<file path="config.mk">
export PLATFORM = sky130hd
export DESIGN_NAME = pwm_time_base_core
export DESIGN_NICKNAME = d
export VERILOG_FILES = /design/src/design/pwm_time_base_pkg.sv /design/src/design/pwm_time_base_core.sv
export VERILOG_INCLUDE_DIRS = /design/src /design/src/design
export SDC_FILE = /design/constraint.sdc
export NUM_CORES = 1
export LEC_CHECK = 0
export BUFFER_PORTS_ARGS = -buffer_cell sky130_fd_sc_hd__buf_2
export CORE_AREA = 3 3 152 154
export DETAILED_ROUTE_END_ITERATION = 12
export DIE_AREA = 0 0 155 157
export MAX_ROUTING_LAYER = met4
export PLACE_DENSITY = 0.66
export SYNTH_ARGS = -nofsm -noshare
export SYNTH_HDL_FRONTEND = slang
export SYNTH_SLANG_ARGS = --single-unit
</file>
<file path="constraint.sdc">
create_clock -name clk -period 10.3 [get_ports clk]
set_input_delay 1.03 -clock clk [delete_from_list [all_inputs] [get_ports clk]]
set_output_delay 1.03 -clock clk [all_outputs]
set_load 0.02 [all_outputs]
</file>
<file path="src/design/pwm_time_base_consts.svh">
// Constants of the PWM time base: register indices, field positions, resets.
// Assumes inclusion by bare name from the package; the core module uses its macros without including it.
`ifndef PWM_TIME_BASE_CONSTS_SVH
`define PWM_TIME_BASE_CONSTS_SVH

// Register indices; the byte address is four times the index.
`define IDX_CONTROL 8'h00
`define IDX_STATUS 8'h02
`define IDX_FINE 8'h04
`define IDX_PHASE 8'h06
`define IDX_COUNTER 8'h08
`define IDX_PERIOD 8'h0A

// Control register field positions.
`define CTL_MODE_LSB 0
`define CTL_MODE_MSB 1
`define CTL_PHASE_EN 2
`define CTL_DIRECT_LOAD 3
`define CTL_SOFT_SYNC 6
`define CTL_HSDIV_LSB 7
`define CTL_HSDIV_MSB 9
`define CTL_CLKDIV_LSB 10
`define CTL_CLKDIV_MSB 12
`define CTL_PHASE_DIR 13

// Control register reset values.
`define RST_MODE 2'h3
`define RST_HSDIV 3'h1
`define RST_CLKDIV 3'h0

// Status register field positions.
`define STS_DIR 0
`define STS_SYNC 1
`define STS_MAX 2

// Fine phase field position.
`define FINE_LSB 8
`define FINE_MSB 15

`define COUNT_MAX_VALUE 16'hFFFF
`define COUNT_ZERO 16'h0000
`define COUNT_ONE 16'h0001
`define DATA_ZERO 32'h0000_0000
`define PRESCALE_ONE 11'h001
`define PRESCALE_ZERO 11'h000
`define RST_FINE 8'h00

`endif

</file>
<file path="src/design/pwm_time_base_pkg.sv">
// Types shared by the PWM time base.
// Assumes the constants header is on the include path.
package pwm_time_base_pkg;
  `include "pwm_time_base_consts.svh"

  // Order follows the counter-mode encoding of the control register.
  typedef enum logic [1:0] {mode_up, mode_down, mode_up_down, mode_freeze} count_mode_e;

  typedef logic [15:0] count_t;
endpackage

</file>
<file path="src/design/pwm_time_base_core.sv">
// PWM time base core: 16-bit counter with phase load, shadowed period and status flags.
// Assumes a classic Wishbone master on clk and a sync_input synchronous to clk.
`timescale 1ns/100ps

module pwm_time_base_core #(
  parameter int ADDR_WIDTH = 8,
  parameter bit HAS_FINE_PHASE = 1'b1
) (
  input wire logic clk,
  input wire logic reset_n,
  input wire logic wb_cyc_i,
  input wire logic wb_stb_i,
  input wire logic wb_we_i,
  input wire logic [ADDR_WIDTH-1:0] wb_adr_i,
  input wire logic [3:0] wb_sel_i,
  input wire logic [31:0] wb_dat_i,
  output logic [31:0] wb_dat_o,
  output logic wb_ack_o,
  input wire logic sync_input,
  output pwm_time_base_pkg::count_t counter_out,
  output logic count_up_out,
  output logic base_tick_out
);
  import pwm_time_base_pkg::*;

  localparam int IDX_WIDTH = ADDR_WIDTH - 2;

  // Four index bits above the byte offset are needed to reach the highest register.
  if (ADDR_WIDTH < 6) begin : g_addr_width_check
    $error("ADDR_WIDTH must be at least 6 to reach every register");
  end

  // Reset release through two flip-flops.
  logic rst_meta_q;
  logic rst_n_q;

  always_ff @(posedge clk or negedge reset_n) begin
    if (!reset_n) begin
      rst_meta_q <= 1'b0;
      rst_n_q <= 1'b0;
    end else begin
      rst_meta_q <= 1'b1;
      rst_n_q <= rst_meta_q;
    end
  end

  // Bus decode.
  logic [IDX_WIDTH-1:0] word_idx;
  logic req;
  logic wr;
  logic lane_lo;
  logic lane_hi;
  logic sel_control;
  logic sel_status;
  logic sel_fine;
  logic sel_phase;
  logic sel_counter;
  logic sel_period;

  assign word_idx = wb_adr_i[ADDR_WIDTH-1:2];
  assign req = wb_cyc_i && wb_stb_i && !wb_ack_o;
  assign wr = req && wb_we_i;
  assign lane_lo = wb_sel_i[0];
  assign lane_hi = wb_sel_i[1];
  assign sel_control = word_idx == IDX_WIDTH'(`IDX_CONTROL);
  assign sel_status = word_idx == IDX_WIDTH'(`IDX_STATUS);
  assign sel_fine = word_idx == IDX_WIDTH'(`IDX_FINE);
  assign sel_phase = (word_idx == IDX_WIDTH'(`IDX_PHASE)) && HAS_FINE_PHASE;
  assign sel_counter = word_idx == IDX_WIDTH'(`IDX_COUNTER);
  assign sel_period = word_idx == IDX_WIDTH'(`IDX_PERIOD);

  // Byte-lane merge of a 16-bit register with the write data.
  function automatic count_t merge16(input count_t old, input logic [31:0] data,
                                     input logic lo, input logic hi);
    count_t res;
    res = old;
    if (lo) begin
      res[7:0] = data[7:0];
    end
    if (hi) begin
      res[15:8] = data[15:8];
    end
    return res;
  endfunction

  // Control register.
  logic [1:0] mode_bits_q;
  logic phase_en_q;
  logic direct_load_q;
  logic [2:0] hsdiv_q;
  logic [2:0] clkdiv_q;
  logic phase_dir_q;
  logic soft_sync_q;
  count_mode_e mode;

  assign mode = count_mode_e'(mode_bits_q);

  always_ff @(posedge clk or negedge rst_n_q) begin
    if (!rst_n_q) begin
      mode_bits_q <= `RST_MODE;
      phase_en_q <= 1'b0;
      direct_load_q <= 1'b0;
      hsdiv_q <= `RST_HSDIV;
      clkdiv_q <= `RST_CLKDIV;
      phase_dir_q <= 1'b0;
    end else if (wr && sel_control) begin
      if (lane_lo) begin
        mode_bits_q <= wb_dat_i[`CTL_MODE_MSB:`CTL_MODE_LSB];
        phase_en_q <= wb_dat_i[`CTL_PHASE_EN];
        direct_load_q <= wb_dat_i[`CTL_DIRECT_LOAD];
        hsdiv_q[0] <= wb_dat_i[`CTL_HSDIV_LSB];
      end
      if (lane_hi) begin
        hsdiv_q[2:1] <= wb_dat_i[`CTL_HSDIV_MSB:`CTL_HSDIV_LSB+1];
        clkdiv_q <= wb_dat_i[`CTL_CLKDIV_MSB:`CTL_CLKDIV_LSB];
        phase_dir_q <= wb_dat_i[`CTL_PHASE_DIR];
      end
    end
  end

  // Software sync force is a one-cycle pulse, never stored as readable state.
  always_ff @(posedge clk or negedge rst_n_q) begin
    if (!rst_n_q) begin
      soft_sync_q <= 1'b0;
    end else begin
      soft_sync_q <= wr && sel_control && lane_lo && wb_dat_i[`CTL_SOFT_SYNC];
    end
  end

  // External sync: each rising edge of the input is one event.
  logic sync_in_q;
  logic ext_sync;
  logic sync_event;

  always_ff @(posedge clk or negedge rst_n_q) begin
    if (!rst_n_q) begin
      sync_in_q <= 1'b0;
    end else begin
      sync_in_q <= sync_input;
    end
  end

  assign ext_sync = sync_input && !sync_in_q;
  assign sync_event = ext_sync || soft_sync_q;

  // Divided base clock: divisor is the high-speed factor times the power-of-two factor.
  logic [3:0] hs_factor;
  logic [10:0] divisor;
  logic [10:0] prescale_q;
  logic tick;

  assign hs_factor = (hsdiv_q == 3'h0) ? 4'h1 : {hsdiv_q, 1'b0};
  assign divisor = 11'({7'h00, hs_factor} << clkdiv_q);
  assign tick = prescale_q >= (divisor - `PRESCALE_ONE);

  always_ff @(posedge clk or negedge rst_n_q) begin
    if (!rst_n_q) begin
      prescale_q <= `PRESCALE_ZERO;
    end else if (tick) begin
      prescale_q <= `PRESCALE_ZERO;
    end else begin
      prescale_q <= prescale_q + `PRESCALE_ONE;
    end
  end

  // Phase registers.
  count_t phase_q;
  logic [7:0] fine_q;

  always_ff @(posedge clk or negedge rst_n_q) begin
    if (!rst_n_q) begin
      phase_q <= `COUNT_ZERO;
    end else if (wr && sel_phase) begin
      phase_q <= merge16(phase_q, wb_dat_i, lane_lo, lane_hi);
    end
  end

  always_ff @(posedge clk or negedge rst_n_q) begin
    if (!rst_n_q) begin
      fine_q <= `RST_FINE;
    end else if (wr && sel_fine && lane_hi) begin
      fine_q <= wb_dat_i[`FINE_MSB:`FINE_LSB];
    end
  end

  // Period: one address, the direct-load bit picks the copy.
  count_t period_shadow_q;
  count_t period_active_q;
  count_t counter_q;
  logic dir_up_q;

  always_ff @(posedge clk or negedge rst_n_q) begin
    if (!rst_n_q) begin
      period_shadow_q <= `COUNT_ZERO;
    end else if (wr && sel_period && !direct_load_q) begin
      period_shadow_q <= merge16(period_shadow_q, wb_dat_i, lane_lo, lane_hi);
    end
  end

  always_ff @(posedge clk or negedge rst_n_q) begin
    if (!rst_n_q) begin
      period_active_q <= `COUNT_ZERO;
    end else if (wr && sel_period && direct_load_q) begin
      period_active_q <= merge16(period_active_q, wb_dat_i, lane_lo, lane_hi);
    end else if (!direct_load_q && counter_q == `COUNT_ZERO) begin
      period_active_q <= period_shadow_q;
    end
  end

  // Counter: bus write first, then phase load, then counting on the divided tick.
  count_t count_next;
  logic dir_next;

  always_comb begin
    count_next = counter_q;
    dir_next = dir_up_q;
    unique case (mode)
      mode_up: begin
        dir_next = 1'b1;
        count_next = (counter_q >= period_active_q) ? `COUNT_ZERO : counter_q + `COUNT_ONE;
      end
      mode_down: begin
        dir_next = 1'b0;
        if (counter_q == `COUNT_ZERO || counter_q > period_active_q) begin
          count_next = period_active_q;
        end else begin
          count_next = counter_q - `COUNT_ONE;
        end
      end
      mode_up_down: begin
        if (period_active_q == `COUNT_ZERO) begin
          count_next = `COUNT_ZERO;
        end else if (dir_up_q) begin
          if (counter_q >= period_active_q) begin
            dir_next = 1'b0;
            count_next = counter_q - `COUNT_ONE;
          end else begin
            count_next = counter_q + `COUNT_ONE;
          end
        end else begin
          if (counter_q == `COUNT_ZERO) begin
            dir_next = 1'b1;
            count_next = counter_q + `COUNT_ONE;
          end else begin
            count_next = counter_q - `COUNT_ONE;
          end
        end
      end
      mode_freeze: begin
        count_next = counter_q;
      end
    endcase
  end

  always_ff @(posedge clk or negedge rst_n_q) begin
    if (!rst_n_q) begin
      counter_q <= `COUNT_ZERO;
    end else if (wr && sel_counter) begin
      counter_q <= merge16(counter_q, wb_dat_i, lane_lo, lane_hi);
    end else if (sync_event && phase_en_q) begin
      counter_q <= phase_q;
    end else if (tick) begin
      counter_q <= count_next;
    end
  end

  always_ff @(posedge clk or negedge rst_n_q) begin
    if (!rst_n_q) begin
      dir_up_q <= 1'b0;
    end else if (sync_event && phase_en_q && mode == mode_up_down) begin
      dir_up_q <= phase_dir_q;
    end else if (tick) begin
      dir_up_q <= dir_next;
    end
  end

  // Status flags; a set in the same cycle as a clear wins.
  logic max_flag_q;
  logic sync_flag_q;
  logic clr_max;
  logic clr_sync;

  assign clr_max = wr && sel_status && lane_lo && wb_dat_i[`STS_MAX];
  assign clr_sync = wr && sel_status && lane_lo && wb_dat_i[`STS_SYNC];

  always_ff @(posedge clk or negedge rst_n_q) begin
    if (!rst_n_q) begin
      max_flag_q <= 1'b0;
    end else if (counter_q == `COUNT_MAX_VALUE) begin
      max_flag_q <= 1'b1;
    end else if (clr_max) begin
      max_flag_q <= 1'b0;
    end
  end

  always_ff @(posedge clk or negedge rst_n_q) begin
    if (!rst_n_q) begin
      sync_flag_q <= 1'b0;
    end else if (ext_sync) begin
      sync_flag_q <= 1'b1;
    end else if (clr_sync) begin
      sync_flag_q <= 1'b0;
    end
  end

  // Read mux; unmapped and reserved locations read zero.
  logic [31:0] rd_data;

  always_comb begin
    rd_data = `DATA_ZERO;
    if (sel_control) begin
      rd_data[`CTL_MODE_MSB:`CTL_MODE_LSB] = mode_bits_q;
      rd_data[`CTL_PHASE_EN] = phase_en_q;
      rd_data[`CTL_DIRECT_LOAD] = direct_load_q;
      rd_data[`CTL_HSDIV_MSB:`CTL_HSDIV_LSB] = hsdiv_q;
      rd_data[`CTL_CLKDIV_MSB:`CTL_CLKDIV_LSB] = clkdiv_q;
      rd_data[`CTL_PHASE_DIR] = phase_dir_q;
    end else if (sel_status) begin
      rd_data[`STS_MAX] = max_flag_q;
      rd_data[`STS_SYNC] = sync_flag_q;
      rd_data[`STS_DIR] = dir_up_q;
    end else if (sel_fine) begin
      rd_data[`FINE_MSB:`FINE_LSB] = fine_q;
    end else if (sel_phase) begin
      rd_data[15:0] = phase_q;
    end else if (sel_counter) begin
      rd_data[15:0] = counter_q;
    end else if (sel_period) begin
      rd_data[15:0] = direct_load_q ? period_active_q : period_shadow_q;
    end
  end

  // Wishbone answer: ack one cycle after the request, dropped the next cycle.
  always_ff @(posedge clk or negedge rst_n_q) begin
    if (!rst_n_q) begin
      wb_ack_o <= 1'b0;
      wb_dat_o <= `DATA_ZERO;
    end else begin
      wb_ack_o <= req;
      if (req && !wb_we_i) begin
        wb_dat_o <= rd_data;
      end
    end
  end

  // Observation outputs, registered.
  always_ff @(posedge clk or negedge rst_n_q) begin
    if (!rst_n_q) begin
      counter_out <= `COUNT_ZERO;
      count_up_out <= 1'b0;
      base_tick_out <= 1'b0;
    end else begin
      counter_out <= counter_q;
      count_up_out <= dir_up_q;
      base_tick_out <= tick;
    end
  end
endmodule

</file>
==> results of run 1 <==
-- power by group --
| group | leakage, nW | switching [mW] | internal (mW) |
|---|---|---|---|
| combinational | 2.24 | 0.310 | 0.196 |
| sequential | 1.75 | 0.143 | 0.608 |
| clock | 0.325 | 0.261 | 0.436 |
| total | 4.31 | 0.714 | 1.24 |
-- kinds of logic after synthesis --
kind of cell	count (synthesis)	share of synthesized area, %
AOI/OAI and AO/OA	250	19.73
xor gates and xnor gates	37	3.727
adders and majority gates	35	5.036
buffers and inverters	110	6.014
DFF	136	39.18
muxes	82	10.17
other	2	0.08636
and+or+nand+nor	276	16.06
-- how the worst max path moves through the flow --
stage,startpoint,endpoint,slack [ns],cells after the start
4_1_cts,hsdiv_q[2],counter_q[11],5.62,18
5_1_grt,clkdiv_q[0],counter_q[11],5.23,16
6_report,hsdiv_q[2],counter_q[11],5.57,18
2_1_floorplan,rst_n_q,base_tick_out,6.24,0
3_5_place_dp,hsdiv_q[2],counter_q[11],5.63,18
3_3_place_gp,hsdiv_q[2],counter_q[11],5.67,18
-- per-stage QoR --
stage / hold slack [ns] / util, % / power, mW
5_1_grt: 0.3591 / 44.62 / 2.050
3_5_place_dp: 0.3381 / 41.57 / 1.257
6_report: 0.3503 / 44.62 / 1.955
2_1_floorplan: 0.3312 / - / 1.104
4_1_cts: 0.3525 / 44.62 / 1.954
3_3_place_gp: 0.3340 / 41.57 / 1.246
-- synth_stat cells, types with 7 or more instances --
master    number  area share [%]
a31oi_1       12            0.86
nor4_1         9            0.65
or3_1          7            0.50
nand3_1       42             2.4
buf_2         10            0.58
nand2b_1       7            0.50
xor2_1        25             2.5
nor2b_1        7            0.50
a22oi_1       11            0.95
and3_1        12            0.86
a21o_1         8            0.69
ha_1          35             5.0
a211oi_1      11            0.95
nor2_1        77             3.3
o221ai_1       8            0.81
buf_4         18             1.6
nor3_1        14            0.81
mux2i_1       31             3.6
o211ai_1      10            0.86
inv_1         34             1.5
nand4_1        7            0.50
clkbuf_1      40             1.7
dfrtp_1      133              38
a21oi_1       70             4.0
xnor2_1       12             1.2
nand2_1       60             2.6
o21ai_0       46             2.6
a221oi_1       7            0.71
mux2_2        51             6.6
-- worst max-delay path, cell delays in order (launching register included) --
cell and delay [ns]:
dfrtp_1 0.53, or3_1 0.41, mux2_2 0.31, or3_1 0.34
ha_1 0.23, o21ai_0 0.11, nor4_1 0.13, nand2_1 0.10
a21oi_1 0.07, a21oi_1 0.18, a21oi_1 0.06, ha_1 0.31
nand3_1 0.08, a21oi_1 0.17, a211oi_1 0.14, a211oi_2 0.71
nand2_1 0.27, a211oi_1 0.32, a311oi_2 0.13
-- cell type report --
| type | count | area [sq um] |
|---|---|---|
| clock buffers | 17 | 425.4 |
| repair buffers | 68 | 350.3 |
| multi-input cells | 697 | 4828 |
| fillers | 2083 | 12090 |
| inverters | 35 | 131.4 |
| flip-flops and latches | 136 | 3411 |
| clock inverters | 15 | 240.2 |
| well taps | 280 | 350.3 |
-- per-layer routing --
| layer | share of wire (%) | up-vias |
|---|---|---|
| met4 | 2.6 | 0 |
| met2 | 42 | 398 |
| met3 | 9.0 | 60 |
| met1 | 46 | 3593 |
| li1 | - | 3426 |
| met5 | 0 | - |
-- state kept, by name, summed over array words and instances (netlist names), 2 cells and up --
name	flops
clkdiv_q	3
counter_out	16
counter_q	16
fine_q	8
hsdiv_q	3
mode	2
period_active_q	16
period_shadow_q	16
phase_q	16
prescale_q	11
wb_dat_o	16
==> impl_metrics.tcl, run 1 <==
set metrics [dict create \
    drt_first_pass_iters 6 \
    vias 7477 \
    synthArstFlopShare_pct 100.0 \
    clock_path_buffers 2 \
    postPlaceCellArea_sq_um 9071 \
    fp-row-count 54 \
    min_period_ns 4.734 \
    final_layout_size_suffix_gt1_share_pct 19.32 \
    io_pins 101 \
    outcome "completed" \
    overflow 0 \
    wl_per_cell_microns 20.28 \
    grt_antenna_before_repair 0 \
    die-area_sq_um 24340 \
    cts_made_buffers 17 \
    final_area_sq_um 9737 \
    gr-usage-met2_pct 29.41 \
    start_util_pct 39.85 \
    die_y_microns 157 \
    final_common_cell "dfrtp_1" \
    use_met1_pct 31.10 \
    nets 1040 \
    synth.cell_area_sq_um 8696 \
    yosysWarnings 0 \
    worstPathMaxFanout 14 \
    synth_seq_cells 136 \
    setup_ws_ns 5.566 \
    io_buffers 64 \
    setup-tns-final_ns 0 \
    area_delta_synth_final_pct 11.97 \
    holdBufCountCts 0 \
    final_cell_mix "132 x dfrtp_1, 76 x nor2_1, 70 x a21oi_1" \
    htree_levels 4 \
    syn_avg_cell_area_sq_um 9.371 \
    coreArea_sq_um 21820 \
    drv_slew 0 \
    rsz0062_at_grt "no" \
    root_buffer "clkbuf_16" \
    clock_sinks 136 \
    grt_pass1_wl_microns 40010 \
    yosys_most_used_dff "dfrtp_1" \
    hold_viol 0 \
    r2r_slack_ns 5.57 \
    grt-busiest-layer "met1" \
    timing.final.crit_share_pct 45.96 \
    dp_hpwl_microns 18040 \
    final-setup-viol-count 0 \
    hold_end "rst_n_q" \
    synth_cell_types 83 \
    power_density_nw_per_um2 200.8 \
    cts_resized 0 \
    r2r-start "hsdiv_q[2]" \
    first_global_vias 7135 \
    post-place-cells 1216 \
    rr_endpoint "counter_q[11]" \
    holdCritPathClass "flip-flop to flip-flop" \
    met3_usage_pct 4.482 \
    synth_edf_count 0 \
    hold_depth 0 \
    dp_worst_setup_slack_ns 5.630 \
    grtUsageTotal_pct 21.45 \
    fin_skew_ns 0.01736 \
    r2r_cells 18 \
    clk_latency_ns 0.44 \
    diodes 0 \
    synth_seq_area_share_pct 39.18 \
    cts_setup_buffers 0 \
    grt_max_degree 73 \
    drc 0 \
    antenna_left 0 \
    cp.required_ns 10.60 \
    finalWirelength_microns 25310 \
    p_leak_nw 4.313 \
    end_kind "flip-flop" \
    clk_pin_slew_ns 0.06 \
    syn_inst 928 \
    die_x_microns 155 \
    drtIter0Drc 731 \
    viasPerCell 5.991 \
    fin_cells 1248 \
    cts_tree "done" \
    maxCapViolations 0 \
    relSlewSlack_pct 24.20 \
    gp_congestion 0.9458 \
    min_from "rst_meta_q" \
    cp.arrival_ns 5.03 \
    peakVddDrop_mv 0.1216 \
    path_class "flip-flop to flip-flop" \
    max_slew.worst_pin.slew_ns 1.128 \
    critPathLaunchType "flip-flop" \
    max_freq_mhz 211.2 \
]
(Power assumes the default switching activity.)
==> run 2, diff against run 1 <==
- ABC_AREA: not set -> 1
- CORE_AREA: 3 3 152 154 -> 3 3 155 157
- DIE_AREA: 0 0 155 157 -> 0 0 158 160
- PLACE_DENSITY: 0.66 -> 0.68
- clock period: 10.3 -> 3.8 ns (I/O delays scaled with it)
==> impl_metrics.tcl, run 2 <==
set metrics [dict create \
    viasPerCell 5.397 \
    cpMaxStageDelayCell "dfstp_2" \
    htree_levels 4 \
    synth_top_area_share_pct 36.70 \
    holdCritPathClass "primary input to flip-flop" \
    cp.arrival_ns 3.87 \
    synthArstFlopShare_pct 100.0 \
    nets 1394 \
    io_pins 101 \
    relSlewSlack_pct 36.14 \
    cts_tree "done" \
    finalWirelength_microns 28110 \
    synthTopCellsByCount "342 x nand2_1, 133 x dfrtp_1, 128 x o21ai_0" \
    die_y_microns 160 \
    top_layer "met4" \
    synth_top_family_by_area "simple AND/OR/NAND/NOR gates" \
    min_from "sync_input" \
    grt_pass1_wl_microns 44840 \
    final-setup-viol-count 0 \
    syn_avg_cell_area_sq_um 7.232 \
    dp_worst_setup_slack_ns -0.06056 \
    synth_xor_area_share_pct 3.091 \
    m1WireLength_microns 12050 \
    end_kind "flip-flop" \
    final_area_sq_um 10270 \
    synth_simple_gate_area_share_pct 30.41 \
    area_delta_synth_final_pct 13.20 \
    postPlaceCellArea_sq_um 9569 \
    synth_seq_area_share_pct 37.57 \
    fp-row-count 55 \
    clk_pin_slew_ns 0.08 \
    root_buffer "clkbuf_16" \
    grt_max_degree 60 \
    clock_sinks 136 \
    wl_per_cell_microns 17.49 \
    synth_area_leaders "dfrtp_1 37%, nand2_1 14%, o21ai_0 7.1%, nand3_1 5.3%, ha_1 4.8%" \
    path_delay_family "simple AND/OR/NAND/NOR gates" \
    cts_made_buffers 17 \
    synth_most_common_cell "nand2_1" \
    hold_viol 0 \
    synth_edf_count 0 \
    muxShareOfSynthArea_pct 0 \
    yosys_most_used_dff "dfrtp_1" \
    synthAdderAreaFrac_pct 4.829 \
    drt_first_pass_iters 7 \
    gp_congestion 0.9615 \
    synth.cell_area_sq_um 9069 \
    path_buf_inv 5 \
    syn_inst 1254 \
    r2r-start "hsdiv_q[0]" \
    fin_skew_ns 0.01367 \
    drc 0 \
    synth_seq_cells 136 \
    critPathLaunchType "flip-flop" \
    worstPathMaxFanout 5 \
    overflow 0 \
    crit_start "hsdiv_q[0]" \
    grt_antenna_before_repair 0 \
    first_global_vias 8254 \
    final_cell_mix "341 x nand2_1, 132 x dfrtp_1, 127 x o21ai_0" \
    antenna_left 0 \
    synth.largest_area_cell "dfrtp_1" \
    coreArea_sq_um 22640 \
    clk_latency_ns 0.44 \
    timing.final.crit_share_pct 93.65 \
    io_buffers 64 \
    path_cells "inv_2, nand3_1, o21ai_2, o21ai_2, inv_1, nand2_1, inv_1, nor2_2, nand3_2, nor2_2, nand3_1, xor2_1, ha_1, nand2_1, nor2_1, a211oi_2, nand4_1, buf_4, nand2_2, nand3_4, o21ai_4, inv_1, nand3_1, nand2_1" \
    yosysWarnings 0 \
    crit_path_max_incr_delay_ns 0.54 \
    synth_compound_area_share_pct 14.58 \
    path_class "flip-flop to flip-flop" \
    vias 8673 \
    dp_hpwl_microns 20110 \
    drv_slew 0 \
    min_period_ns 3.559 \
    start_util_pct 40.06 \
    maxCapViolations 0 \
    final_common_cell "nand2_1" \
    drtIter0Drc 836 \
    synth_cell_types 58 \
    die_x_microns 158 \
    max_slew.worst_pin.slew_ns 0.9568 \
    setup_ws_ns 0.2412 \
    cp.required_ns 4.11 \
    final_layout_size_suffix_gt1_share_pct 14.90 \
    die-area_sq_um 25280 \
    clock_path_buffers 2 \
    grtUsageTotal_pct 23.21 \
    route.met2.wl_microns 12580 \
    outcome "completed" \
    diodes 0 \
    max_freq_mhz 281.0 \
    wl_met3_microns 2098 \
]
==> run 2: through the flow <==
step / setup TNS (ns) / instances / hold WS, ns / utilization, %
after floorplan: 0 / 1269 / 0.08441 / -
after CTS: 0 / 1606 / 0.04869 / 45.21
after global placement: 0 / 1569 / 0.1730 / 42.27
final: 0 / 1607 / 0.05945 / 45.34
after detailed placement: -0.2612 / 1569 / 0.1732 / 42.27
after global routing: -0.1110 / 1607 / 0.05092 / 45.34
==> run 2: cell type report <==
type                       instances  area, sq um
fill                            2226        12370
multi-input combinational        944         4933
sequential                       136         3411
timing repair buffer              86        500.5
inverter                         124        465.4
clock buffer                      17        425.4
tap                              285        356.6
clock inverter                    15        173.9
==> run 2: kinds of logic after synthesis <==
group | Yosys count
other cells | 2
flops | 136
buf+inv | 191
compound gates | 239
xor+xnor | 32
simple gates | 619
fa+ha+maj | 35
==> run 2: routing by layer <==
layer | up-vias | GRT usage, %
li1 | 4192 | -
met3 | 103 | 3.875
met1 | 3958 | 30.76
met4 | 0 | 11.69
met2 | 420 | 34.24
met5 | - | -
==> run 2: worst paths after layout <==
| kind | to | slack (ns) | cells after the start |
|---|---|---|---|
| worst max-delay path | counter_q[14] | 0.24 | 24 |
| worst min-delay path | sync_in_q | 0.06 | 1 |
| worst max register to register | counter_q[14] | 0.24 | 24 |
| worst min register to register | rst_n_q | 0.35 | 0 |
| max in group asynchronous | mode[0] | 2.58 | 1 |
| min in group asynchronous | rst_meta_q | 0.26 | 2 |
==> run 2: timing repair <==
action | 4_1_cts | 5_1_grt
setup endpoints to repair | 14 | 16
gates cloned | 2 | 0
pin swaps | 2 | 3
gates resized for setup | 4 | 8
hold buffers | 1 | 0
setup buffers | 2 | 1
endpoints found under the hold margin | 2 | 0
==> run 2: worst register-to-register path, delay by kind of cell, from the launching register on <==
kind	cells	cell delay, ns
and+or+nand+nor	13	1.36
buffers and inverters	5	0.48
xor gates and xnor gates	1	0.16
AOI/OAI and AO/OA	4	0.56
adders and majority gates	1	0.32
DFF	1	0.54
Power of run 2 is left out: the tool's default activity adds up to more than one toggle a clock period on the data nets, which glitch-free logic cannot reach.
==> run 3, diff against run 2 <==
- REMOVE_ABC_BUFFERS: not set -> 1
==> impl_metrics.tcl, run 3 (synthesis results as in run 2) <==
set metrics [dict create \
    fin_cells 1610 \
    coreArea_sq_um 22640 \
    cts_made_buffers 17 \
    critPathLaunchType "flip-flop" \
    setup_ws_ns 0.1492 \
    cts_tree "done" \
    wl_per_cell_microns 17.45 \
    num-fill-cells 2209 \
    relSlewSlack_pct 26.45 \
    cp.required_ns 4.11 \
    gr-usage-met2_pct 36.14 \
    fp-row-count 55 \
    holdCritPathClass "primary input to flip-flop" \
    postPlaceCellArea_sq_um 9569 \
    final_layout_size_suffix_gt1_share_pct 16.00 \
    whs_ns 0.06986 \
    area_delta_synth_final_pct 14.47 \
    finalWirelength_microns 28090 \
    met3_usage_pct 3.388 \
    vias 8718 \
    path_class "flip-flop to flip-flop" \
    final_common_cell "nand2_1" \
    drv_slew 0 \
    end_kind "flip-flop" \
    htree_levels 4 \
    grt_max_degree 80 \
    fin_skew_ns 0.01575 \
    nets 1397 \
    viasPerCell 5.415 \
    clk_latency_ns 0.43 \
    grtUsageTotal_pct 23.29 \
    post-place-cells 1569 \
    diodes 0 \
    clock_sinks 136 \
    seq_area_sq_um 3413 \
    drt_first_pass_iters 6 \
    drc 0 \
    min_period_ns 3.651 \
    die_x_microns 158 \
    final_cell_mix "339 x nand2_1, 130 x dfrtp_1, 125 x o21ai_0" \
    io_pins 101 \
    max_slew.worst_pin.slew_ns 1.089 \
    final-setup-viol-count 0 \
    die-area_sq_um 25280 \
    grt_antenna_before_repair 0 \
    final_area_sq_um 10380 \
    gp_congestion 0.9367 \
    use_met1_pct 30.48 \
    grt-busiest-layer "met2" \
    drtIter0Drc 817 \
    die_y_microns 160 \
    dp_hpwl_microns 20210 \
    max_freq_mhz 273.9 \
    dp_worst_setup_slack_ns 0.02245 \
    timing.final.crit_share_pct 96.07 \
    overflow 0 \
    worstPathMaxFanout 8 \
    root_buffer "clkbuf_16" \
    first_global_vias 8253 \
    clock_path_buffers 2 \
    clk_pin_slew_ns 0.06 \
    outcome "completed" \
    start_util_pct 40.06 \
    io_buffers 64 \
    cp.arrival_ns 3.96 \
    antenna_left 0 \
    multi_input_area_sq_um 4985 \
    maxCapViolations 0 \
    hold_viol 0 \
    grt_pass1_wl_microns 45190 \
]
==> run 3: per-stage QoR <==
step	util, %	setup TNS, ns
floorplan	-	-34.64
global placement	42.27	0
detailed placement	42.27	0
CTS	45.01	0
global route	45.85	-0.6980
finish	45.85	0
==> run 3: metal layers <==
metal / wire length (microns) / up-vias
li1: - / 4202
met1: 12040 / 4079
met2: 13160 / 364
met3: 1812 / 73
met4: 1071 / 0
met5: 0 / -
==> run 3: area by class of cell <==
class	instances	area share [%]
flip-flops and latches	136	32.88
inverters	124	4.484
well taps	285	3.435
multi-input cells	942	48.02
clock inverters	12	1.579
repair buffers	91	5.303
clock buffers	20	4.303
==> run 3: critical path, cell delays in order (launching register included) <==
cell      delay, ns
dfstp_2        0.54
inv_2          0.07
nand3_2        0.08
o21ai_2        0.09
o21ai_2        0.16
inv_1          0.06
nand2_1        0.10
inv_2          0.07
nor2_4         0.14
nand3_4        0.09
nor2_4         0.14
nand2_1        0.07
xor2_1         0.14
ha_1           0.32
a21oi_2        0.13
nor2_1         0.05
a211oi_1       0.20
nand4_1        0.27
nand2_2        0.20
nand3_4        0.11
o21ai_4        0.18
buf_12         0.16
a21oi_1        0.04
nand2_1        0.08
nand2_1        0.05
==> run 3: worst paths after layout <==
check | end | slack, ns | cells past startpoint | start
setup reg to reg | counter_q[10] | 0.15 | 24 | hsdiv_q[0]
max in group asynchronous | count_up_out | 2.51 | 1 | rst_n_q
min in group asynchronous | rst_meta_q | 0.26 | 2 | reset_n
hold / removal | sync_in_q | 0.07 | 1 | sync_input
hold reg to reg | rst_n_q | 0.36 | 0 | rst_meta_q
setup / recovery | counter_q[10] | 0.15 | 24 | hsdiv_q[0]
==> run 3: timing repair <==
item | 4_1_cts | 5_1_grt
endpoints found under the setup margin | 2 | 16
hold endpoints to repair | 2 | 0
gates resized for setup | 1 | 32
buffers inserted | 0 | 8
hold buffers | 1 | 0
pin swaps | 0 | 13
Power of run 3 is left out for the same reason.
